**src/tip_pkg.sv**
```systemverilog
package tip_pkg;
    localparam logic [6:0] TIP_DEF_ADDR = 7'h55;
    localparam logic [7:0] TIP_DEF_REG = 8'h10;
    localparam int TIP_REPORT_LEN = 42;
    // Report layout, offsets relative to the report start
    localparam logic [7:0] TIP_OFS_FINGERS = 8'h00;
    localparam logic [7:0] TIP_OFS_P0 = 8'h02;
    localparam logic [7:0] TIP_OFS_P1 = 8'h07;
    // Entry: valid, x_h, x_l, y_h, y_l
    localparam int TIP_REG_WORDS = 256;
endpackage : tip_pkg

```
**src/tip_sync.sv**
```systemverilog
`timescale 1ns/1ps
// ************************************************************
// Two-stage synchroniser with edge detection
// ************************************************************
module tip_sync (
    input wire logic core_clk,
    input wire logic reset_n,
    input wire logic ce,
    input wire logic din,
    output logic level,
    output logic rise,
    output logic fall
);
    logic meta_q, sync_q, old_q;
    logic meta_d, sync_d, old_d;

    // Next values; meta_q is read only by sync_q and by its own hold when ce is low
    always_comb begin
        meta_d = ce ? din : meta_q;
        sync_d = ce ? meta_q : sync_q;
        old_d = ce ? sync_q : old_q;
    end

    // Idle bus level is high
    always_ff @(posedge core_clk or negedge reset_n) begin
        if (!reset_n) begin
            meta_q <= 1'b1;
            sync_q <= 1'b1;
            old_q <= 1'b1;
        end else begin
            meta_q <= meta_d;
            sync_q <= sync_d;
            old_q <= old_d;
        end
    end

    assign level = sync_q;
    assign rise = ce & sync_q & ~old_q;
    assign fall = ce & ~sync_q & old_q;
endmodule : tip_sync

```
**src/tip_i2c_slave.sv**
```systemverilog
`timescale 1ns/1ps
module tip_i2c_slave #(
    parameter logic [6:0] ADDR_DEFAULT = tip_pkg::TIP_DEF_ADDR
) (
    input wire logic core_clk,
    input wire logic reset_n,
    input wire logic ce,
    input wire logic scl_in,
    input wire logic sda_in,
    output logic sda_out,
    output logic sda_oe,
    input wire logic addr_load,
    input wire logic [6:0] addr_new,
    input wire logic touch_valid,
    input wire logic [1:0] touch_fingers,
    input wire logic pt0_valid,
    input wire logic [15:0] pt0_x,
    input wire logic [15:0] pt0_y,
    input wire logic pt1_valid,
    input wire logic [15:0] pt1_x,
    input wire logic [15:0] pt1_y,
    output logic int_n,
    output logic [6:0] slave_addr
);
    import tip_pkg::*;

    typedef enum logic [2:0] {
        ST_IDLE = 3'b000,
        ST_RECV = 3'b001,
        ST_ACK = 3'b010,
        ST_SEND = 3'b011,
        ST_MACK = 3'b100,
        ST_SKIP = 3'b101
    } tip_state_t;

    // ************************************************************
    // Pin sampling
    // ************************************************************
    logic scl_s, scl_r, scl_f, sda_s, sda_r, sda_f;
    tip_sync u_scl (.core_clk(core_clk), .reset_n(reset_n), .ce(ce),
        .din(scl_in), .level(scl_s), .rise(scl_r), .fall(scl_f));
    tip_sync u_sda (.core_clk(core_clk), .reset_n(reset_n), .ce(ce),
        .din(sda_in), .level(sda_s), .rise(sda_r), .fall(sda_f));

    wire start_c = sda_f & scl_s;
    wire stop_c = sda_r & scl_s;

    // ************************************************************
    // State
    // ************************************************************
    logic [7:0] regs_q [TIP_REG_WORDS];
    logic [7:0] regs_d [TIP_REG_WORDS];
    tip_state_t st_q, st_d;
    logic [7:0] sh_q, sh_d;
    logic [3:0] bit_q, bit_d;
    logic [1:0] byte_q, byte_d;    // 0 header, 1 reg addr, 2 data
    logic rd_q, rd_d;
    logic [7:0] start_q, start_d;
    logic [7:0] ptr_q, ptr_d;
    logic sda_out_q, sda_out_d, sda_oe_q, sda_oe_d;
    logic int_n_q, int_n_d;
    logic [6:0] addr_q, addr_d;

    function automatic logic [7:0] nxt(input logic [7:0] a);
        nxt = a + 8'h01;
    endfunction : nxt

    // Coordinate report and register reads share one store
    always_comb begin
        regs_d = regs_q;
        if (touch_valid) begin
            regs_d[TIP_DEF_REG + TIP_OFS_FINGERS] =
                {6'h00, touch_fingers};
            regs_d[TIP_DEF_REG + TIP_OFS_P0] = {7'h00, pt0_valid};
            regs_d[TIP_DEF_REG + TIP_OFS_P0 + 8'h01] = pt0_x[15:8];
            regs_d[TIP_DEF_REG + TIP_OFS_P0 + 8'h02] = pt0_x[7:0];
            regs_d[TIP_DEF_REG + TIP_OFS_P0 + 8'h03] = pt0_y[15:8];
            regs_d[TIP_DEF_REG + TIP_OFS_P0 + 8'h04] = pt0_y[7:0];
            regs_d[TIP_DEF_REG + TIP_OFS_P1] = {7'h00, pt1_valid};
            regs_d[TIP_DEF_REG + TIP_OFS_P1 + 8'h01] = pt1_x[15:8];
            regs_d[TIP_DEF_REG + TIP_OFS_P1 + 8'h02] = pt1_x[7:0];
            regs_d[TIP_DEF_REG + TIP_OFS_P1 + 8'h03] = pt1_y[15:8];
            regs_d[TIP_DEF_REG + TIP_OFS_P1 + 8'h04] = pt1_y[7:0];
        end
        if (st_q == ST_RECV && scl_f && bit_q == 4'd8 && byte_q == 2'd2
                && !rd_q)
            regs_d[ptr_q] = sh_q;
    end

    // Protocol next-state
    always_comb begin
        st_d = st_q;
        sh_d = sh_q;
        bit_d = bit_q;
        byte_d = byte_q;
        rd_d = rd_q;
        start_d = start_q;
        ptr_d = ptr_q;
        sda_out_d = sda_out_q;
        sda_oe_d = sda_oe_q;
        int_n_d = int_n_q;
        addr_d = addr_q;
        if (addr_load)
            addr_d = addr_new;
        // New report raises request; serviced by a read access
        if (touch_valid)
            int_n_d = 1'b0;
        if (start_c) begin
            st_d = ST_RECV;
            bit_d = 4'd0;
            byte_d = 2'd0;
            sda_oe_d = 1'b0;
        end else if (stop_c) begin
            st_d = ST_IDLE;
            sda_oe_d = 1'b0;
        end else begin
            unique case (st_q)
                ST_IDLE, ST_SKIP: ;
                ST_RECV: begin
                    if (scl_r && bit_q < 4'd8) begin
                        sh_d = {sh_q[6:0], sda_s};
                        bit_d = bit_q + 4'd1;
                    end else if (scl_f && bit_q == 4'd8) begin
                        bit_d = 4'd0;
                        if (byte_q == 2'd0) begin
                            rd_d = sh_q[0];
                            if (sh_q[7:1] == addr_q) begin
                                st_d = ST_ACK;
                                sda_oe_d = 1'b1;
                                sda_out_d = 1'b0;
                                byte_d = 2'd1;
                                ptr_d = start_q;
                                // A fresh report in the same cycle wins
                                if (sh_q[0] && !touch_valid)
                                    int_n_d = 1'b1;
                            end else begin
                                st_d = ST_SKIP;
                            end
                        end else begin
                            st_d = ST_ACK;
                            sda_oe_d = 1'b1;
                            sda_out_d = 1'b0;
                            if (byte_q == 2'd1) begin
                                start_d = sh_q;
                                ptr_d = sh_q;
                                byte_d = 2'd2;
                            end else begin
                                ptr_d = nxt(ptr_q);
                            end
                        end
                    end
                end
                ST_ACK: if (scl_f) begin
                    if (rd_q) begin
                        st_d = ST_SEND;
                        sda_oe_d = ~regs_q[ptr_q][7];
                        sda_out_d = 1'b0;
                        sh_d = {regs_q[ptr_q][6:0], 1'b0};
                        bit_d = 4'd1;
                        ptr_d = nxt(ptr_q);
                    end else begin
                        st_d = ST_RECV;
                        sda_oe_d = 1'b0;
                    end
                end
                ST_SEND: if (scl_f) begin
                    if (bit_q == 4'd8) begin
                        st_d = ST_MACK;
                        sda_oe_d = 1'b0;
                    end else begin
                        sda_oe_d = ~sh_q[7];
                        sh_d = {sh_q[6:0], 1'b0};
                        bit_d = bit_q + 4'd1;
                    end
                end
                ST_MACK: if (scl_r) begin
                    // Host nack ends the burst until the next start or stop
                    st_d = sda_s ? ST_SKIP : ST_ACK;
                end
                default: st_d = ST_IDLE;
            endcase
        end
    end

    // Open-drain: only ever drives low
    always_ff @(posedge core_clk or negedge reset_n) begin
        if (!reset_n) begin
            st_q <= ST_IDLE;
            sh_q <= 8'h00;
            bit_q <= 4'h0;
            byte_q <= 2'h0;
            rd_q <= 1'b0;
            start_q <= TIP_DEF_REG;
            ptr_q <= TIP_DEF_REG;
            sda_out_q <= 1'b0;
            sda_oe_q <= 1'b0;
            int_n_q <= 1'b1;
            addr_q <= ADDR_DEFAULT;
        end else if (ce) begin
            st_q <= st_d;
            sh_q <= sh_d;
            bit_q <= bit_d;
            byte_q <= byte_d;
            rd_q <= rd_d;
            start_q <= start_d;
            ptr_q <= ptr_d;
            sda_out_q <= sda_out_d;
            sda_oe_q <= sda_oe_d;
            int_n_q <= int_n_d;
            addr_q <= addr_d;
        end
    end

    // Register store has no reset; contents undefined until written
    always_ff @(posedge core_clk) begin
        if (ce)
            regs_q <= regs_d;
    end

    assign sda_out = sda_out_q;
    assign sda_oe = sda_oe_q;
    assign int_n = int_n_q;
    assign slave_addr = addr_q;
endmodule : tip_i2c_slave

```
**config.mk**
```make
export PLATFORM = sky130hd
export DESIGN_NAME = tip_i2c_slave
export DESIGN_NICKNAME = d
export VERILOG_FILES = /design/src/tip_pkg.sv /design/src/tip_sync.sv /design/src/tip_i2c_slave.sv
export SDC_FILE = /design/constraint.sdc
export NUM_CORES = 2
export LEC_CHECK = 0
export BUFFER_PORTS_ARGS = -buffer_cell sky130_fd_sc_hd__buf_2
export CORE_UTILIZATION = 35
export CTS_BUF_LIST = sky130_fd_sc_hd__clkbuf_16
export DETAILED_ROUTE_END_ITERATION = 8
export PLACE_DENSITY_LB_ADDON = 0.05
export SLEW_MARGIN = 30
export SYNTH_ARGS = -nofsm -noshare
export SYNTH_HDL_FRONTEND = slang
export SYNTH_SLANG_ARGS = --single-unit
```
**constraint.sdc**
```tcl
create_clock -name core_clk -period 4.78 [get_ports core_clk]
set_input_delay 0 -clock core_clk [delete_from_list [all_inputs] [get_ports core_clk]]
set_output_delay 0 -clock core_clk [all_outputs]
set_load 0.02 [all_outputs]
```
### Word level (Yosys, flattened, before mapping)

Index checks and enable logic that the tools add are counted.
W data, S select, Z words.

| word-level totals | value |
|---|---|
| flip-flop bits (word level) | 2098 |
| logic and storage cells | 442 |

| operators by class | value |
|---|---|
| $add $sub $neg | 2 |
| $lt $le $gt $ge | 3 |
| equality and inequality tests | 33 |
| multiplexer cells | 80 |
| bitwise logic cells | 21 |
| reductions and logical operators | 30 |

Operator list:

| cell | number |
|---|---|
| $bwmux W2048 | 1 |
| $mux W1920 | 1 |
| $mux W8 | 16 |
| $mux W80 | 1 |
| $bmux W8 S8 | 1 |
| $demux W8 S8 | 1 |
| $mux W3 | 11 |
| $mux W4 | 8 |
| $mux W1 | 25 |
| $pmux W8 S3 | 1 |
| $reduce_and A8 Y1 | 3 |
| $reduce_and A7 Y1 | 3 |
| $ne A4 B4 Y1 const B | 5 |
| $mux W2 | 9 |
| $reduce_and A9 Y1 | 2 |
| $pmux W8 S2 | 1 |
| $ne A3 B3 Y1 const B | 5 |
| $pmux W3 S5 | 1 |
| $ne A2 B2 Y1 const B | 7 |
| $pmux W4 S3 | 1 |
| $and A1 B1 Y1 | 10 |
| $not A1 Y1 | 10 |
| $ge A9 B9 Y1 const B | 1 |
| $lt A9 B1 Y1 const B | 1 |
| other kinds (28) | 44 |

### Logic depth before layout (Yosys ltp)

| depth | value |
|---|---|
| word-level depth | 10 |
| mapped depth | 14 |
| gate-level depth less buffers | 9 |

### Hierarchy

From an unflattened synthesis, not the netlist that was laid out.

| second synthesis, totals | value |
|---|---|
| cells, all modules | 4397 |
| area, all modules | 83802.9 um2 |

By module, submodules not included:

| module | times used | cells an instance | area an instance (um2) | sequential area each (um2) |
|---|---|---|---|---|
| tip_i2c_slave | 1 | 4381 | 83537.6 | 62583.8 |
| tip_sync | 2 | 8 | 132.6 | 78.8 |

### Least setup slack after synthesis

No wires, ideal clock.

| timing path | value |
|---|---|
| path kind | register to register |
| from | register sh_q[5] |
| to | register ptr_q[4] |
| setup time | 0.073 ns |
| arrival | 4.850 ns |
| path slack | -0.143 ns |
| cell stages (with the launch flop) | 10 |
| clock period less this slack | 4.923 ns |
| path through | dfrtp_1 clkbuf_2 xnor2_1 nand4_1 nor2_1 nor3_1 o21ai_1 clkbuf_1 a21oi_1 a21oi_1 |

| between the ends | value |
|---|---|
| cells in the longest elaborated chain, start to end | 3 |

RTL lines:

| item | line | text |
|---|---|---|
| start, declared | tip_i2c_slave.sv:54 | `logic [7:0] sh_q, sh_d;` |
| start signal, assigned | tip_i2c_slave.sv:189 | `sh_q <= 8'h00;` |
| start signal, assigned | tip_i2c_slave.sv:201 | `sh_q <= sh_d;` |
| $eq A7 B7 Y1 | tip_i2c_slave.sv:127 | `if (sh_q[7:1] == addr_q) begin` |
| $ne A3 B2 Y1 (no source line) | - |  |
| $reduce_and A9 Y1 (no source line) | - |  |
| end signal, assigned | tip_i2c_slave.sv:206 | `ptr_q <= ptr_d;` |
| end, declared | tip_i2c_slave.sv:59 | `logic [7:0] ptr_q, ptr_d;` |

No other way between the ends.
A chain may end at the register's enable or synchronous reset.

### Worst setup path after layout

| timing path | value |
|---|---|
| from | register ptr_q[0] |
| to | register sh_q[7] |

| between the ends | value |
|---|---|
| cells in the longest elaborated chain, start to end | 7 |

RTL lines:

| item | line | text |
|---|---|---|
| $not A8 Y9 (implied by the code) | tip_i2c_slave.sv:158 | `sh_d = {regs_q[ptr_q][6:0], 1'b0};` |
| $bmux W8 S8 | tip_i2c_slave.sv:158 |  |
| $mux W8 (implied by the code) (2 in a row) | tip_i2c_slave.sv:158 |  |
| $mux W8 | tip_i2c_slave.sv:154 | `if (rd_q) begin` |
| $mux W8 | tip_i2c_slave.sv:153 | `ST_ACK: if (scl_f) begin` |
| $pmux W8 S3 | tip_i2c_slave.sv:117 | `unique case (st_q)` |

No other way between the ends. The select of a mux whose other input is x is not followed.

==> impl_metrics.yaml <==
clock_network:
  cts_tree: "yes"
  cts_resized: 0
  htreeDepth: 4
  clockBufferDepth: 3
  cts_buffers: 229
  clkTransAtPathRegs_ns: 0.06
  post_cts_buffers: 0
  postCtsHoldBufs: 164
  root_buffer: "clkbuf_16"
  cts_sinks: 2097
  clkLatencyLatePin_ns: 0.88
power_and_ir_drop:
  netSwitchingFraction_pct: 21.1
  vdd_drop_max_mv: 0.311
  power_frac_seq_pct: 53.8
  combPwrFrac_pct: 1.8
  power_leakage_nw: 27.5
  power_density_mw_per_mm2: 377
  p_clk_share_pct: 44.4
  intPower_w: 0.0297
  p_sw_w: 0.00793
final_layout:
  drive_above_1_share_pct: 25.7
  final_cells: 8450
  fin_util_pct: 41.8
  layout_common_cells: "2,048 x edfxtp_1, 419 x buf_4, 405 x mux4_2, 368 x mux2i_1, 324 x nor2_1"
  nets: 5182
  syn_to_final_growth_pct: 18.3
  n_fill_cell: 21400
  final_common_cell: "edfxtp_1"
die:
  ios: 92
  die_x_um: 493
  start_util_pct: 35.3
  rows: 179
  fp.dieH_um: 493
  coreArea_mm2: 0.239
  die_area_mm2: 0.243
global_routing:
  grt_pass1_wl_um: 387000
  track_usage_pct: 22.9
  gr-total-overflow: 0
  grt_max_degree: 172
  grt_pass1_vias: 46400
  grt_antenna_before_repair: 15
outcome:
  status: "complete, no violations"
sta:
  finalClockSkew_ns: 0.0530
  fin_crit_sh_pct: 91.6
  fmax_mhz: 228
  slew_violations: 0
  worst_slew_margin_rel_pct: 27.8
  fin_tns_setup_ns: 0
  tightest_slew_ns: 1.08
  worst_slack_ns: 0.403
  hold_ws_ns: 0.0683
  finalCriticalPeriod_ns: 4.38
  setup_viol: 0
  rsz0062_at_grt: "false"
  hold_viol: 0
yosys:
  synthCells: 4440
  synthDistinctLibCells: 78
  ys_seq_area_share_pct: 74.4
  synth_edf_count: 2048
  syn_area_mm2: 0.0843
  async_flop_share_pct: 2.34
  synth_top_flop_cell: "edfxtp_1"
  syn_avg_cell_area_um2: 19.0
  ys_ff_latch: 2097
  yosysWarnings: 0
  syn_nets: 4528
setup_path:
  critPathRequiredTime_ns: 5.47
  cp-end-kind: "flip-flop"
  critPathMaxFanout: 21
  crit_arrival_ns: 5.07
  timing.rr.start: "ptr_q[0]$_DFFE_PN0P_"
  worstRegToRegCells: 9
  crit_path_start_kind: "flip-flop"
  critPathKind: "reg -> reg"
  r2r_setup_slack_ns: 0.40
  r2r-end: "sh_q[7]$_DFFE_PN0P_"
place:
  place_inst: 7862
  gp_congestion: 0.817
  dpl_worst_slack_ns: 0.430
  portBuffers: 90
  dp_hpwl_um: 180000
detailed_routing:
  vias: 46000
  wl_um: 280000
  first_pass_iters: 5
  drt-initial-drc-count: 4402
  wl_per_cell_um: 33.1
  ant_nets: 0
  drc_errors: 0
  avgViaCountPerCell: 5.45
worst_hold_path:
  holdPathStages: 4
  hp-start: "pt1_y[14]"
  holdPathEnd: "regs_q[1838]$_DFFE_PP_"
  worstHoldPathType: "in -> reg"
job:
  cap_violations: 0
-- power by group through the flow --
stage	Combinational [W]	Sequential [W]	Clock, W
6_report	0.000683	0.0203	0.0167
5_1_grt	0.000747	0.0203	0.0177
4_1_cts	0.000685	0.0203	0.0171
3_5_place_dp	0.000551	0.0206	0
3_3_place_gp	0.000543	0.0206	0
2_1_floorplan	0.000234	0.0207	0
-- area by class of cell --
class / count / area, µm² / share of cell area (%)
Clock inverter: 183 / 1190 / 1.20
Timing Repair Buffer: 709 / 5980 / 6.00
Antenna cell: 5 / 12.5 / 0.0125
Sequential cell: 2097 / 62800 / 62.9
Inverter: 11 / 41.3 / 0.0414
Multi-Input combinational cell: 2046 / 20000 / 20.0
Clock buffer: 232 / 5810 / 5.82
Tap cell: 3167 / 3960 / 3.97
-- flip-flops by register name, summed over array words and instances, names as in the netlist, 2 cells and up --
name        flops
regs_q       2048
slave_addr      7
bit_q           4
byte_q          2
start_q         8
st_q            3
ptr_q           8
sh_q            8
-- stage by stage --
step	power [W]	area, µm²
final	0.0376	99800
after global routing	0.0387	99800
after CTS	0.0381	99700
after detailed placement	0.0212	91000
after global placement	0.0212	91000
after floorplan	0.0209	84300
-- cell usage after synthesis, types with 5 or more instances --
cell type / count / area [µm²]
and3_1: 11 / 68.8
inv_1: 10 / 37.5
nor4_1: 12 / 75.1
a221oi_1: 33 / 289
a31oi_1: 28 / 175
mux4_2: 405 / 9120
buf_4: 26 / 195
buf_1: 15 / 56.3
a22o_1: 14 / 123
nand4_1: 20 / 125
nor2b_1: 14 / 87.6
nand3_1: 50 / 250
a21oi_1: 66 / 330
or2_2: 6 / 37.5
buf_2: 63 / 315
o21ai_0: 137 / 686
o2111ai_1: 5 / 43.8
dfstp_2: 13 / 342
mux2_2: 42 / 473
mux2i_1: 368 / 3680
buf_6: 46 / 518
clkbuf_1: 129 / 484
nor2_1: 327 / 1230
a211oi_1: 12 / 90.1
edfxtp_1: 2048 / 61500
nor3_1: 15 / 75.1
nand2_1: 188 / 706
or3_1: 7 / 43.8
o22ai_1: 43 / 269
nand2b_1: 31 / 194
xnor2_1: 7 / 61.3
o21ai_1: 5 / 25.0
o31ai_1: 5 / 37.5
o211ai_1: 12 / 90.1
nand3b_1: 7 / 52.6
ha_1: 6 / 75.1
a22oi_1: 103 / 773
dfrtp_1: 36 / 901
-- kinds of logic (layout without fill, tap and decap cells) --
kind of cell    count (synthesis)  in the layout  share of synthesized area (%)
compound gates                497            497                           3.85
xor+xnor                        8              8                         0.0831
fa+ha+maj                       6              6                         0.0890
buf+inv                       297           1135                           2.03
flops                        2097           2097                           74.4
mux                           815            815                           15.7
other cells                     1              6                        0.00445
simple gates                  719            719                           3.80
-- critical path, stage by stage, from the launching register on --
cell and delay [ns]:
dfrtp_4 0.77, buf_12 0.28, buf_4 0.20, mux4_2 0.50, a22oi_1 0.40, nand2_1 0.24, nand3_1 0.16, nand4_1 0.44
nor4_1 0.96, a41oi_1 0.23
-- layer usage --
| metal | routed length [µm] | vias up | track usage, % |
|---|---|---|---|
| li1 | - | 19400 | - |
| met1 | 131000 | 24900 | 34.0 |
| met2 | 128000 | 1376 | 35.4 |
| met3 | 13500 | 354 | 2.90 |
| met4 | 7260 | 2 | 6.02 |
| met5 | 20 | - | 0 |
-- worst max path at each step --
stage / from / slack, ns / to
global route: ptr_q[0]$_DFFE_PN0P_ / 0.27 / sh_q[7]$_DFFE_PN0P_
finish: ptr_q[0]$_DFFE_PN0P_ / 0.40 / sh_q[7]$_DFFE_PN0P_
detailed placement: ptr_q[0]$_DFFE_PN0P_ / 0.43 / sh_q[7]$_DFFE_PN0P_
floorplan: sh_q[1]$_DFFE_PN0P_ / 0.04 / ptr_q[4]$_DFFE_PN1P_
global placement: ptr_q[0]$_DFFE_PN0P_ / 0.46 / sh_q[7]$_DFFE_PN0P_
CTS: ptr_q[0]$_DFFE_PN0P_ / 0.42 / sh_q[7]$_DFFE_PN0P_
No activity file was read; power rests on OpenSTA's default activity.
